===== config.mk =====
export PLATFORM = sky130hd
export DESIGN_NAME = hps_sequencer
export DESIGN_NICKNAME = d
export VERILOG_FILES = /design/src/hps_sequencer.v /design/src/hps_phase_timer.v
export VERILOG_INCLUDE_DIRS = /design/src
export SDC_FILE = /design/constraint.sdc
export NUM_CORES = 1
export LEC_CHECK = 0
export BUFFER_PORTS_ARGS = -buffer_cell sky130_fd_sc_hd__buf_4
export CORE_MARGIN = 4
export CORE_UTILIZATION = 46
export DETAILED_ROUTE_END_ITERATION = 8
export GPL_ROUTABILITY_DRIVEN = 0
export PLACE_DENSITY = 0.73
export SLEW_MARGIN = 20
export SYNTH_ARGS = -nofsm -noshare
export SYNTH_HDL_FRONTEND = slang
export SYNTH_SLANG_ARGS = --single-unit

===== constraint.sdc =====
create_clock -name CLK_I -period 2.8 [get_ports CLK_I]
set_input_delay 0.7 -clock CLK_I [delete_from_list [all_inputs] [get_ports CLK_I]]
set_output_delay 0.7 -clock CLK_I [all_outputs]
set_load 0.01 [all_outputs]

===== src/hps_regs.vh =====
/*
  Constants for the host port compound sequencer: register offsets, field
  positions, command codes, state monitor codes and timing figures.
  Assumes inclusion by bare name from the design files.
*/
`ifndef HPS_REGS_VH
`define HPS_REGS_VH

// Byte offsets on the register bus
`define HPS_OFS_CTRL 8'h00
`define HPS_OFS_STAT0 8'h04
`define HPS_OFS_STAT1 8'h08
`define HPS_OFS_MASK0 8'h0C
`define HPS_OFS_MASK1 8'h10
`define HPS_ADDR_LSB 2
`define HPS_ADDR_MSB 7

// Control word fields
`define HPS_CMD_MSB 3
`define HPS_CMD_LSB 0
`define HPS_MON_MSB 10
`define HPS_MON_LSB 8
`define HPS_BUSY_BIT 12

// Command codes
`define HPS_CMD_NONE 4'h0
`define HPS_CMD_WAIT 4'h1
`define HPS_CMD_DIS 4'h2
`define HPS_CMD_RST 4'h3
`define HPS_CMD_OP 4'h4
`define HPS_CMD_WAIT_DIS 4'h5
`define HPS_CMD_WAIT_OP 4'h6
`define HPS_CMD_RST_OP 4'h7

// State monitor codes
`define HPS_ST_IDLE 3'h0
`define HPS_ST_WAIT 3'h1
`define HPS_ST_DIS 3'h2
`define HPS_ST_RST 3'h3
`define HPS_ST_OP 3'h4

// First event status: bit positions
`define HPS_EV0_CONNECT 0
`define HPS_EV0_CHIRP_OK 1
`define HPS_EV0_CHIRP_NG 2
`define HPS_EV0_DISCONNECT 3
`define HPS_EV0_VBUS_ERR 4
`define HPS_EV0_W 5
// Second event status: bit positions
`define HPS_EV1_DIS_CMP 0
`define HPS_EV1_RST_CMP 1
`define HPS_EV1_W 2

`define HPS_EV0_RESET 5'h00
`define HPS_EV1_RESET 2'h0
`define HPS_MASK0_RESET 5'h00
`define HPS_MASK1_RESET 2'h0

// Timing
`define HPS_CLK_PERIOD_NS 100
`define HPS_NS_PER_US 1000
`define HPS_DIS_TIME_US 2
`define HPS_RST_TIME_US 10000
`define HPS_TMR_W 24

`endif


===== src/hps_sequencer.v =====
/*
  Host port compound state-change sequencer with an AHB-Lite register slave
  and a masked, read-to-clear event interrupt.
  Assumes one AHB-Lite master, single word transfers, and port event inputs
  synchronous to CLK_I.
*/
// Operation
// - After the write, hardware runs every remaining step alone until done.
// - Wait-attach-then-disabled first waits for attach, then sets connect flag.
// - Attach detection in a wait compound starts disabled-state processing.
// - Disabled processing end sets disabled-complete; wait-then-disabled ends there.
// - Wait-then-operational starts bus reset right after disabled-complete.
// - High-speed device: chirp seen during reset sets chirp-normal before reset complete.
// - Full or low speed: no chirp, neither chirp flag is set.
// - End of reset phase sets the reset-complete flag.
// - With reset-complete, operational processing starts; sequence ends operational.
// - Reset-then-operational begins bus reset at time zero, then reports as above.
// - Each phase keeps the single-command timing, no added or removed delay.
// - Disconnect, VBUS error or chirp error aborts the sequence to error handling; in the wait phase only VBUS error does.
// - State monitor shows each phase in turn, changing as flags rise.
`timescale 1ns/1ps
`default_nettype none
`include "hps_regs.vh"

module hps_sequencer #(
  parameter DIS_TIME_US = `HPS_DIS_TIME_US,
  parameter RST_TIME_US = `HPS_RST_TIME_US,
  parameter DIS_CYCLES = DIS_TIME_US * `HPS_NS_PER_US / `HPS_CLK_PERIOD_NS,
  parameter RST_CYCLES = RST_TIME_US * `HPS_NS_PER_US / `HPS_CLK_PERIOD_NS
) (
  input wire CLK_I, // Controller clock, 10 MHz
  input wire RST_I, // Synchronous reset, active high
  input wire HSEL_I, // AHB slave select
  input wire [31:0] HADDR_I, // AHB address
  input wire [1:0] HTRANS_I, // AHB transfer type
  input wire HWRITE_I, // AHB write
  input wire [2:0] HSIZE_I, // AHB size, word only
  input wire [31:0] HWDATA_I, // AHB write data
  input wire HREADY_I, // AHB bus ready
  output wire HREADYOUT_O, // AHB slave ready, never stalls
  output wire HRESP_O, // AHB response, always OKAY
  output reg [31:0] HRDATA_O, // AHB read data
  input wire ATTACH_I, // Device attachment seen on the port
  input wire CHIRP_OK_I, // Downstream device chirp detected
  input wire CHIRP_NG_I, // Downstream device chirp error
  input wire DISCONNECT_I, // Device removed
  input wire VBUS_ERR_I, // VBUS fault
  output wire [2:0] STATE_O, // Host state monitor
  output reg BUS_RESET_O, // Drive bus reset on the port
  output reg PORT_OP_O, // Port in normal operation
  output reg IRQ_O // Level interrupt
);

  localparam [`HPS_TMR_W-1:0] DIS_CNT = DIS_CYCLES[`HPS_TMR_W-1:0];
  localparam [`HPS_TMR_W-1:0] RST_CNT = RST_CYCLES[`HPS_TMR_W-1:0];

  reg [3:0] cmd_r;
  reg [2:0] state_r;
  reg [2:0] state_nxt;
  reg [2:0] goal_r;
  reg [2:0] goal_nxt;
  reg [`HPS_EV0_W-1:0] ev0_r;
  reg [`HPS_EV1_W-1:0] ev1_r;
  reg [`HPS_EV0_W-1:0] mask0_r;
  reg [`HPS_EV1_W-1:0] mask1_r;
  reg [`HPS_EV0_W-1:0] set0;
  reg [`HPS_EV1_W-1:0] set1;
  reg chirp_seen_r;
  reg chirp_seen_nxt;
  reg tmr_load;
  reg [`HPS_TMR_W-1:0] tmr_count;
  reg tmr_stop;
  wire tmr_busy;
  wire tmr_done;

  ////////////////////////////////////////////////////////////////////////
  // AHB-Lite slave

  reg wr_pend_r;
  reg [`HPS_ADDR_MSB:0] wr_addr_r;
  wire acc = HSEL_I & HTRANS_I[1] & HREADY_I;
  wire rd_acc = acc & ~HWRITE_I;
  wire [`HPS_ADDR_MSB:0] a_ofs = {HADDR_I[`HPS_ADDR_MSB:`HPS_ADDR_LSB], 2'b00};
  wire clr0 = rd_acc & (a_ofs == `HPS_OFS_STAT0);
  wire clr1 = rd_acc & (a_ofs == `HPS_OFS_STAT1);
  wire wr_ctrl = wr_pend_r & (wr_addr_r == `HPS_OFS_CTRL);
  wire [3:0] wr_cmd = HWDATA_I[`HPS_CMD_MSB:`HPS_CMD_LSB];
  wire busy = (goal_r != state_r) | tmr_busy;

  assign HREADYOUT_O = 1'b1;
  assign HRESP_O = 1'b0;
  assign STATE_O = state_r;

  function [31:0] rd_mux;
    input [`HPS_ADDR_MSB:0] ofs;
    begin
      case (ofs)
        `HPS_OFS_CTRL: rd_mux = {19'h00000, busy, 1'b0, state_r, 4'h0, cmd_r};
        `HPS_OFS_STAT0: rd_mux = {27'h0000000, ev0_r};
        `HPS_OFS_STAT1: rd_mux = {30'h00000000, ev1_r};
        `HPS_OFS_MASK0: rd_mux = {27'h0000000, mask0_r};
        `HPS_OFS_MASK1: rd_mux = {30'h00000000, mask1_r};
        default: rd_mux = 32'h00000000;
      endcase
    end
  endfunction

  always @(posedge CLK_I) begin
    if (RST_I) begin
      wr_pend_r <= 1'b0;
      wr_addr_r <= {(`HPS_ADDR_MSB+1){1'b0}};
      HRDATA_O <= 32'h00000000;
      mask0_r <= `HPS_MASK0_RESET;
      mask1_r <= `HPS_MASK1_RESET;
    end else begin
      wr_pend_r <= acc & HWRITE_I;
      if (acc) begin
        wr_addr_r <= a_ofs;
      end
      if (rd_acc) begin
        HRDATA_O <= rd_mux(a_ofs);
      end
      if (wr_pend_r & (wr_addr_r == `HPS_OFS_MASK0)) begin
        mask0_r <= HWDATA_I[`HPS_EV0_W-1:0];
      end
      if (wr_pend_r & (wr_addr_r == `HPS_OFS_MASK1)) begin
        mask1_r <= HWDATA_I[`HPS_EV1_W-1:0];
      end
    end
  end

  ////////////////////////////////////////////////////////////////////////
  // Phase timer; phases use the plain single-command lengths unchanged

  hps_phase_timer #(
    .W(`HPS_TMR_W)
  ) u_timer (
    .clk_i(CLK_I),
    .rst_i(RST_I),
    .load_i(tmr_load),
    .stop_i(tmr_stop),
    .count_i(tmr_count),
    .busy_o(tmr_busy),
    .done_o(tmr_done)
  );

  ////////////////////////////////////////////////////////////////////////
  // Sequencer

  always @* begin
    state_nxt = state_r;
    goal_nxt = goal_r;
    chirp_seen_nxt = chirp_seen_r;
    set0 = {`HPS_EV0_W{1'b0}};
    set1 = {`HPS_EV1_W{1'b0}};
    tmr_load = 1'b0;
    tmr_stop = 1'b0;
    tmr_count = DIS_CNT;
    if (wr_ctrl) begin
      // A write is time zero; the first phase starts in the same edge
      chirp_seen_nxt = 1'b0;
      case (wr_cmd)
        `HPS_CMD_WAIT, `HPS_CMD_WAIT_DIS, `HPS_CMD_WAIT_OP: begin
          state_nxt = `HPS_ST_WAIT;
          tmr_stop = 1'b1;
          goal_nxt = (wr_cmd == `HPS_CMD_WAIT) ? `HPS_ST_WAIT :
                     (wr_cmd == `HPS_CMD_WAIT_DIS) ? `HPS_ST_DIS : `HPS_ST_OP;
        end
        `HPS_CMD_DIS: begin
          state_nxt = `HPS_ST_DIS;
          goal_nxt = `HPS_ST_DIS;
          tmr_load = 1'b1;
        end
        `HPS_CMD_RST, `HPS_CMD_RST_OP: begin
          state_nxt = `HPS_ST_RST;
          goal_nxt = (wr_cmd == `HPS_CMD_RST) ? `HPS_ST_RST : `HPS_ST_OP;
          tmr_load = 1'b1;
          tmr_count = RST_CNT;
        end
        `HPS_CMD_OP: begin
          state_nxt = `HPS_ST_OP;
          goal_nxt = `HPS_ST_OP;
          tmr_stop = 1'b1;
        end
        default: begin
        end
      endcase
    end else if ((DISCONNECT_I | VBUS_ERR_I | CHIRP_NG_I) &&
                 state_r != `HPS_ST_IDLE && state_r != `HPS_ST_WAIT) begin
      // Abort to idle; firmware runs its own recovery from there
      state_nxt = `HPS_ST_IDLE;
      goal_nxt = `HPS_ST_IDLE;
      tmr_stop = 1'b1;
    end else if (VBUS_ERR_I && state_r == `HPS_ST_WAIT) begin
      state_nxt = `HPS_ST_IDLE;
      goal_nxt = `HPS_ST_IDLE;
    end else begin
      case (state_r)
        `HPS_ST_WAIT: begin
          if (ATTACH_I) begin
            set0[`HPS_EV0_CONNECT] = 1'b1;
            if (goal_r != `HPS_ST_WAIT) begin
              state_nxt = `HPS_ST_DIS;
              tmr_load = 1'b1;
              tmr_count = DIS_CNT;
            end
          end
        end
        `HPS_ST_DIS: begin
          if (tmr_done) begin
            set1[`HPS_EV1_DIS_CMP] = 1'b1;
            if (goal_r == `HPS_ST_OP) begin
              state_nxt = `HPS_ST_RST;
              tmr_load = 1'b1;
              tmr_count = RST_CNT;
            end
          end
        end
        `HPS_ST_RST: begin
          if (tmr_busy && CHIRP_OK_I && !chirp_seen_r) begin
            set0[`HPS_EV0_CHIRP_OK] = 1'b1;
            chirp_seen_nxt = 1'b1;
          end
          // No chirp input from a full or low speed device: no chirp flag
          if (tmr_done) begin
            set1[`HPS_EV1_RST_CMP] = 1'b1;
            if (goal_r == `HPS_ST_OP) begin
              state_nxt = `HPS_ST_OP;
            end
          end
        end
        default: begin
        end
      endcase
    end
    if (CHIRP_NG_I && state_r == `HPS_ST_RST) begin
      set0[`HPS_EV0_CHIRP_NG] = 1'b1;
    end
    if (DISCONNECT_I) begin
      set0[`HPS_EV0_DISCONNECT] = 1'b1;
    end
    if (VBUS_ERR_I) begin
      set0[`HPS_EV0_VBUS_ERR] = 1'b1;
    end
  end

  always @(posedge CLK_I) begin
    if (RST_I) begin
      cmd_r <= `HPS_CMD_NONE;
      state_r <= `HPS_ST_IDLE;
      goal_r <= `HPS_ST_IDLE;
      chirp_seen_r <= 1'b0;
      ev0_r <= `HPS_EV0_RESET;
      ev1_r <= `HPS_EV1_RESET;
      BUS_RESET_O <= 1'b0;
      PORT_OP_O <= 1'b0;
      IRQ_O <= 1'b0;
    end else begin
      if (wr_ctrl) begin
        cmd_r <= wr_cmd;
      end
      state_r <= state_nxt;
      goal_r <= goal_nxt;
      chirp_seen_r <= chirp_seen_nxt;
      // A new event wins over the clear made by a status read
      ev0_r <= (ev0_r & ~{`HPS_EV0_W{clr0}}) | set0;
      ev1_r <= (ev1_r & ~{`HPS_EV1_W{clr1}}) | set1;
      BUS_RESET_O <= (state_nxt == `HPS_ST_RST) & (tmr_load | (tmr_busy & ~tmr_done));
      PORT_OP_O <= (state_nxt == `HPS_ST_OP);
      IRQ_O <= |(((ev0_r & ~{`HPS_EV0_W{clr0}}) | set0) & mask0_r) |
               |(((ev1_r & ~{`HPS_EV1_W{clr1}}) | set1) & mask1_r);
    end
  end

endmodule // hps_sequencer

`default_nettype wire


===== src/hps_phase_timer.v =====
/*
  Phase timer of the compound sequencer: loads a cycle count and gives a
  one-cycle done pulse when it runs out.
  Assumes a count of at least one and a synchronous active-high reset.
*/
`timescale 1ns/1ps
`default_nettype none
`include "hps_regs.vh"

module hps_phase_timer #(
  parameter W = `HPS_TMR_W
) (
  input wire clk_i, // Clock
  input wire rst_i, // Synchronous reset
  input wire load_i, // Start a new phase
  input wire stop_i, // Abandon the running phase
  input wire [W-1:0] count_i, // Phase length in cycles
  output wire busy_o, // Phase running
  output reg done_o // One-cycle pulse at phase end
);

  reg [W-1:0] cnt_r;
  reg run_r;

  assign busy_o = run_r;

  always @(posedge clk_i) begin
    if (rst_i) begin
      cnt_r <= {W{1'b0}};
      run_r <= 1'b0;
      done_o <= 1'b0;
    end else begin
      done_o <= 1'b0;
      if (load_i) begin
        cnt_r <= count_i;
        run_r <= 1'b1;
      end else if (stop_i) begin
        run_r <= 1'b0;
      end else if (run_r) begin
        if (cnt_r <= {{(W-1){1'b0}}, 1'b1}) begin
          run_r <= 1'b0;
          done_o <= 1'b1;
        end else begin
          cnt_r <= cnt_r - {{(W-1){1'b0}}, 1'b1};
        end
      end
    end
  end

endmodule // hps_phase_timer

`default_nettype wire


==> reports/qor.txt, run 1 <==
=========================================================================
Status .....................................................    completed
Final Core Density .........................................       55.44%
Number of buffers inserted to repair setup after CTS .......            0
Sort of element at the end of the critical path ............     register
Count of flip-flops with a built-in enable after synthesis .            0
Count of buffers from port buffering .......................           36
Total clock buffers created by CTS .........................            9
Average via count per standard cell ........................        5.735
Setup violation total in the final timing report ...........            0
Slew Limit Fails ...........................................            0
Total Neg Setup Slack ......................................         0 ns
Die H ......................................................     97.56 um
Critical path class ........................................ register to register
Post-Route Skew ............................................   0.01229 ns
Wire length of the first global-routing pass ...............     14.75 mm
Number of H-tree levels ....................................            3
Count of instances resized after the clock tree is built ...            0
DPL Wire Length ............................................     6.605 mm
Worst vdd rail ir drop .....................................  0.0002484 V
Clk network pwr share ......................................        46.2%
Maximum count of clock buffers along a single path .........            2
Number of antenna-violating nets in the routed design ......            0
Rows .......................................................           32
Synthesis-to-finish area growth ............................       16.72%
Sequential power share .....................................        46.2%
Via count of the first global-routing pass .................         3047
Worst min-delay path category .............................. register to register
Register bit total from synthesis ..........................           70
Syn Std Cell Area ..........................................    3690 um^2
Final hold violation count .................................            0
Dominant synthesized flop cell ............................. sky130_fd_sc_hd__dfxtp_1
Largest fanout on the critical path ........................           33
Async set or reset register ratio after synthesis ..........           0%
Diodes inserted ............................................            0
Latest clock arrival within the worst-skew pair ............      0.36 ns
Per-cell routed wire length ................................     15.62 um
Leakage component of the power .............................     1.759 nW
Achievable Freq ............................................   0.3738 GHz
Multi-input logic area .....................................    2052 um^2
Initial antenna violation count ............................            0
Area of the placeable core .................................    7767 um^2
Logic pwr share ............................................         7.7%
Count of synthesis-stage warnings from yosys ...............            0
Top cells by area, synth ................................... sky130_fd_sc_hd__dfxtp_1, sky130_fd_sc_hd__nor2_1, sky130_fd_sc_hd__buf_4, sky130_fd_sc_hd__mux2i_1, sky130_fd_sc_hd__a21oi_1
Net switching power ........................................    0.5270 mW
Final clock period utilization by the worst path ...........       95.54%
Data required time of the worst path .......................      3.05 ns
Share of total power consumed by net switching .............       24.05%
Total wire length ..........................................     9.076 mm
Combined global-route utilization of all metal layers ......       18.71%
Sequential area share after synthesis ......................       37.98%
Vias .......................................................         3332
Clock tree from TritonCTS ..................................         done
Clk sinks ..................................................           70
Chip Width .................................................     97.56 um
Reg clk slew, reported paths ...............................      0.08 ns
Yosys top cell by area ..................................... sky130_fd_sc_hd__dfxtp_1
Number of buffers added to fix hold violations after cts ...            0
Effective utilization at floorplan .........................       47.50%
Iter 0 DRT Violations ......................................          195
Syn avg cell area ..........................................   8.601 um^2
I/O pin cnt ................................................          119
Startpoint Class ...........................................     register
Count of max-cap constraint violations .....................            0
Share of the synthesized area in the top cell type .........       37.98%
Storage cell area ..........................................    1401 um^2
Synthesized instance count .................................          429
# fillers ..................................................          723
Count of cell types in the netlist .........................           68
Cell internal power dissipation ............................     1.664 mW
Min cycle time layout ......................................     2.675 ns
PwrDens .................................................... 508.9 nW/um^2
Pin count of the biggest net entering global routing .......           34
First-pass iteration count of the detailed router ..........            5
Fraction of layout cells with a size suffix above 1 ........       19.62%
Arrival time at the worst endpoint .........................      2.93 ns
Number of DRC violations after detailed routing ............            0
Unrepaired setup endpoints after global routing ............           no
Root buf cell .............................................. sky130_fd_sc_hd__clkbuf_8
Nets@finish ................................................          555
Area of the die ............................................    9518 um^2
Total gr overflow ..........................................            0
=========================================================================
[cell usage in the layout (no fill, tap or decap), types with 3 or more instances in the layout]
master	instances
sky130_fd_sc_hd__nand3_1	8
sky130_fd_sc_hd__and2_1	4
sky130_fd_sc_hd__nor2_1	54
sky130_fd_sc_hd__a31o_1	4
sky130_fd_sc_hd__mux2i_1	14
sky130_fd_sc_hd__dfxtp_1	70
sky130_fd_sc_hd__a21oi_1	29
sky130_fd_sc_hd__nand3b_1	3
sky130_fd_sc_hd__or3_1	14
sky130_fd_sc_hd__nand4_1	3
sky130_fd_sc_hd__a211oi_1	4
sky130_fd_sc_hd__nor4_1	8
sky130_fd_sc_hd__conb_1	25
sky130_fd_sc_hd__mux2_2	6
sky130_fd_sc_hd__o31ai_1	7
sky130_fd_sc_hd__xnor2_1	10
sky130_fd_sc_hd__buf_4	58
sky130_fd_sc_hd__or4_1	10
sky130_fd_sc_hd__o21ai_0	6
sky130_fd_sc_hd__o21ai_1	3
sky130_fd_sc_hd__inv_1	6
sky130_fd_sc_hd__nand2_1	28
sky130_fd_sc_hd__bufinv_16	3
sky130_fd_sc_hd__a22oi_1	9
sky130_fd_sc_hd__a311oi_1	4
sky130_fd_sc_hd__clkbuf_8	9
sky130_fd_sc_hd__nor3_1	18
sky130_fd_sc_hd__nand2b_1	4
[cell type report]
type                    instances  area share [%]
well taps                     102           2.963
clock buffers                   9           2.876
clock inverters                 7           2.789
inverters                       7          0.6101
repair buffers                 59           10.58
flip-flops and latches         70           32.54
multi-input cells             327           47.65
[critical path, cell delays in order, from the launching register on]
cell and delay [ns]:
sky130_fd_sc_hd__dfxtp_1 0.35, sky130_fd_sc_hd__or4_4 0.54, sky130_fd_sc_hd__or4_4 0.45, sky130_fd_sc_hd__o41a_1 0.49
sky130_fd_sc_hd__o31ai_4 0.23, sky130_fd_sc_hd__buf_12 0.22, sky130_fd_sc_hd__nor2_1 0.07, sky130_fd_sc_hd__o221a_1 0.22
[power by group through the flow]
stage               clock network [mW]  registers [mW]  logic [mW]
global route                      1.06            1.01       0.183
floorplan                            0            1.03       0.130
CTS                               1.03            1.01       0.166
detailed placement                   0            1.04       0.165
finish                            1.01            1.01       0.168
global placement                     0            1.03       0.163
[flip-flops by register name, indices dropped and copies added (netlist names)]
register / cells
u_timer.cnt_r: 24
HRDATA_O: 9
wr_addr_r: 6
ev0_r: 5
mask0_r: 5
cmd_r: 4
STATE_O: 3
goal_r: 3
ev1_r: 2
mask1_r: 2
BUS_RESET_O: 1
IRQ_O: 1
PORT_OP_O: 1
chirp_seen_r: 1
u_timer.busy_o: 1
u_timer.done_o: 1
wr_pend_r: 1
[stage by stage]
stage,cell area (um^2),power (mW),worst slack (ns),hold slack (ns),cells
finish,4307,2.191,0.1250,0.4606,581
global route,4307,2.259,0.01571,0.4861,581
CTS,4307,2.203,0.1172,0.4636,581
detailed placement,4063,1.201,0.06991,0.4530,565
global placement,4063,1.198,0.1064,0.4407,565
floorplan,3780,1.163,0.03862,0.4290,452
[cells in the mapped netlist (3+ instances only)]
cell                        n
sky130_fd_sc_hd__a31o_1     4
sky130_fd_sc_hd__a211oi_1   4
sky130_fd_sc_hd__nand3_1    8
sky130_fd_sc_hd__inv_1      6
sky130_fd_sc_hd__o21ai_1    3
sky130_fd_sc_hd__a21oi_1   29
sky130_fd_sc_hd__o21ai_0    6
sky130_fd_sc_hd__a311oi_1   4
sky130_fd_sc_hd__mux2i_1   15
sky130_fd_sc_hd__a22oi_1    9
sky130_fd_sc_hd__or4_1     10
sky130_fd_sc_hd__mux2_2     6
sky130_fd_sc_hd__o31ai_1    7
sky130_fd_sc_hd__nor2_1    54
sky130_fd_sc_hd__nand2b_1   4
sky130_fd_sc_hd__clkbuf_1  20
sky130_fd_sc_hd__dfxtp_1   70
sky130_fd_sc_hd__or3_1     14
sky130_fd_sc_hd__and2_1     4
sky130_fd_sc_hd__nand4_1    3
sky130_fd_sc_hd__buf_4     25
sky130_fd_sc_hd__nor3_1    18
sky130_fd_sc_hd__xnor2_1   10
sky130_fd_sc_hd__nor4_1     8
sky130_fd_sc_hd__nand3b_1   3
sky130_fd_sc_hd__nand2_1   28
[kinds of logic (layout without fill, tap and decap cells)]
group	after synthesis	after routing	share of synthesized area [%]
muxes	23	23	7.121
adders and majority gates	2	2	0.6781
xor gates and xnor gates	10	10	2.374
AOI/OAI and AO/OA	93	93	17.97
and+or+nand+nor	174	174	24.82
DFF	70	70	37.98
buffers and inverters	55	82	8.850
other	2	25	0.2035
[layer usage]
metal / GRT usage [%] / vias to the layer above / wire length [um]
li1: - / 1614 / -
met2: 31.31 / 130 / 4364
met5: 0 / - / 0
met1: 23.05 / 1572 / 3913
met3: 4.379 / 16 / 624
met4: 7.668 / 0 / 174
[path summary, 6_finish.rpt]
check | startpoint | end | slack (ns) | depth (start not counted)
setup / recovery | u_timer.cnt_r[17] | u_timer.cnt_r[2] | 0.13 | 7
hold / removal | cmd_r[0] | cmd_r[0] | 0.46 | 2
setup reg to reg | u_timer.cnt_r[17] | u_timer.cnt_r[2] | 0.13 | 7
hold reg to reg | cmd_r[0] | cmd_r[0] | 0.46 | 2
No activity file was read; power rests on OpenSTA's default activity.
==> run 2, diff against run 1 <==
--- a/config.mk
+++ b/config.mk
@@ -8,10 +8,10 @@
 export LEC_CHECK = 0
 export BUFFER_PORTS_ARGS = -buffer_cell sky130_fd_sc_hd__buf_4
 export CORE_MARGIN = 4
-export CORE_UTILIZATION = 46
+export CORE_UTILIZATION = 35
 export DETAILED_ROUTE_END_ITERATION = 8
 export GPL_ROUTABILITY_DRIVEN = 0
-export PLACE_DENSITY = 0.73
+export PLACE_DENSITY = 0.58
 export SLEW_MARGIN = 20
 export SYNTH_ARGS = -nofsm -noshare
 export SYNTH_HDL_FRONTEND = slang
==> reports/qor.txt, run 2 (synthesis results as in run 1) <==
==================================================================================
Leakage component of the power ......................................     1.796 nW
Pin count of the biggest net entering global routing ................           48
Number of DRC violations after detailed routing .....................            0
Total gr overflow ...................................................            0
Root buf cell ....................................................... sky130_fd_sc_hd__clkbuf_8
Ordered list of cells on the worst path ............................. or4_4, or4_4, o41a_1, o31ai_4, buf_4, buf_12, nor2_1, o221a_1
Total wire length ...................................................     9.433 mm
Setup crit start .................................................... u_timer.cnt_r[17]
Nets@finish .........................................................          559
Worst Reg2Reg Path Length in Cells ..................................            8
Top library cells by usage in the layout, fill and taps aside ....... sky130_fd_sc_hd__dfxtp_1, sky130_fd_sc_hd__buf_4, sky130_fd_sc_hd__nor2_1
Diodes inserted .....................................................            0
Setup violation total in the final timing report ....................            0
Rows ................................................................           37
Most common cell after layout, fill and taps aside .................. sky130_fd_sc_hd__dfxtp_1
Average via count per standard cell .................................        5.311
Actual slew at the worst max-slew pin ...............................    0.5200 ns
Worst r2r src ....................................................... u_timer.cnt_r[17]
Total Power Consumption .............................................     2.101 mW
PwrDens ............................................................. 476.7 nW/um^2
First-pass iteration count of the detailed router ...................            4
Chip Width ..........................................................     110.7 um
Arrival time at the worst endpoint ..................................      2.98 ns
Initial antenna violation count .....................................            0
Slew Limit Fails ....................................................            0
Via count of the first global-routing pass ..........................         3112
Total clock buffers created by CTS ..................................            9
Worst hold slack after final layout .................................    0.4597 ns
Clock tree from TritonCTS ...........................................         done
Critical R2R Capture ................................................ u_timer.cnt_r[2]
Effective utilization at floorplan ..................................       35.90%
Number of antenna-violating nets in the routed design ...............            0
Master of the slowest instance on the critical path ................. sky130_fd_sc_hd__or4_4
Crit path buffers/inverters .........................................            2
Leading registers by flop count ..................................... u_timer.cnt_r x24, HRDATA_O x9, wr_addr_r x6
Sort of element at the end of the critical path .....................     register
Die H ...............................................................     110.7 um
Reg clk slew, reported paths ........................................      0.08 ns
Per-cell routed wire length .........................................     15.26 um
Fraction of layout cells with a size suffix above 1 .................       20.33%
Register with the most flip-flops ................................... u_timer.cnt_r
Area of the placeable core ..........................................   10280 um^2
Cell family contributing the most delay on the critical path ........ simple AND/OR/NAND/NOR gates
Final standard cell count with taps included and fillers excluded ...          618
Critical path's largest stage delay .................................      0.54 ns
# fillers ...........................................................         1080
Status ..............................................................    completed
Clk sinks ...........................................................           70
Largest fanout on the critical path .................................            9
Maximum count of clock buffers along a single path ..................            2
Max-slew headroom at the worst pin ..................................       65.33%
Final hold violation count ..........................................            0
DPL Wire Length .....................................................     6.682 mm
Data required time of the worst path ................................      3.03 ns
Final clock period utilization by the worst path ....................       98.32%
CP endpoint ......................................................... u_timer.cnt_r[2]
Synthesis-to-finish area growth .....................................       19.43%
Flip-flop count of the largest register, all copies and words added .           24
Iter 0 DRT Violations ...............................................          118
Combined global-route utilization of all metal layers ...............       15.17%
Count of buffers from port buffering ................................           36
Unrepaired setup endpoints after global routing .....................          yes
Number of H-tree levels .............................................            3
Placed instance count ...............................................          599
Worst-case register-to-register setup slack .........................      0.05 ns
Startpoint Class ....................................................     register
Crit. path cell count ...............................................            8
Achievable Freq .....................................................   0.3632 GHz
Count of max-cap constraint violations ..............................            0
Number of buffers added to fix hold violations after cts ............            0
Area of the die .....................................................   12250 um^2
Post-Route Skew .....................................................  0.005591 ns
Worst vdd rail ir drop ..............................................  0.0002864 V
Vias ................................................................         3282
I/O pin cnt .........................................................          119
Worst min-delay path category ....................................... register to register
Total Neg Setup Slack ...............................................         0 ns
Min cycle time layout ...............................................     2.753 ns
Latest clock arrival within the worst-skew pair .....................      0.34 ns
Crit-path most repeated cell ........................................ sky130_fd_sc_hd__or4_4
Critical path class ................................................. register to register
Wire length of the first global-routing pass ........................     15.55 mm
==================================================================================
==> run 2: cell types whose count changed in the layout (fill, tap and decap cells not counted), sizes merged <==
cell and delta:
buf +2, inv -1, bufinv -1, clkinv +1
clkinvlp -1, clkbuf +3
==> run 2: worst min-delay path by stage <==
stage                       from            to  slack (ns)  depth (start not counted)
floorplan               cmd_r[0]      cmd_r[0]        0.43                          2
global placement        cmd_r[1]      cmd_r[1]        0.44                          2
detailed placement  HRDATA_O[12]  HRDATA_O[12]        0.45                          2
CTS                 HRDATA_O[12]  HRDATA_O[12]        0.46                          2
global route            cmd_r[3]      cmd_r[3]        0.48                          2
finish                  cmd_r[3]      cmd_r[3]        0.46                          2
==> run 2: metal layers <==
metal	share of wire (%)	up-vias	global-route usage (%)
met2	49	69	25.93
met1	46	1584	19.28
met3	4.6	6	4.258
li1	-	1623	-
met4	0.66	0	2.709
met5	0	-	0
==> run 2: final cells by class <==
type / instances / area [um^2] / area share (%)
flip-flops and latches: 70 / 1401 / 31.80
well taps: 136 / 170.2 / 3.861
clock buffers: 10 / 137.6 / 3.123
multi-input cells: 327 / 2056 / 46.65
inverters: 7 / 26.28 / 0.5963
repair buffers: 63 / 533.0 / 12.10
clock inverters: 5 / 82.58 / 1.874
==> run 2: where the power goes <==
group          internal [mW]  total (mW)  switching, mW  leakage, nW
Sequential              1.00        1.01        0.00781        0.565
Combinational         0.0674       0.173          0.106         1.12
Clock                  0.524       0.916          0.391        0.113
==> run 2: stage by stage <==
step           instance area, um^2  utilization (%)  worst slack [ns]
3_3_place_gp                  4118            40.07            0.1236
5_1_grt                       4407            42.88          -0.03544
3_5_place_dp                  4118            40.07            0.1188
2_1_floorplan                 3780                -           0.03862
6_report                      4407            42.88           0.04700
4_1_cts                       4338            42.21           0.07027
==> run 2: what timing repair did <==
item	4_1_cts	5_1_grt
setup endpoints to repair	0	1
buffers inserted	0	2
resized for setup	0	1
==> run 2: worst reg2reg max path, cell delays in order (launching register included) <==
cell	delay (ns)
sky130_fd_sc_hd__dfxtp_1	0.34
sky130_fd_sc_hd__or4_4	0.54
sky130_fd_sc_hd__or4_4	0.47
sky130_fd_sc_hd__o41a_1	0.46
sky130_fd_sc_hd__o31ai_4	0.29
sky130_fd_sc_hd__buf_4	0.16
sky130_fd_sc_hd__buf_12	0.12
sky130_fd_sc_hd__nor2_1	0.05
sky130_fd_sc_hd__o221a_1	0.22
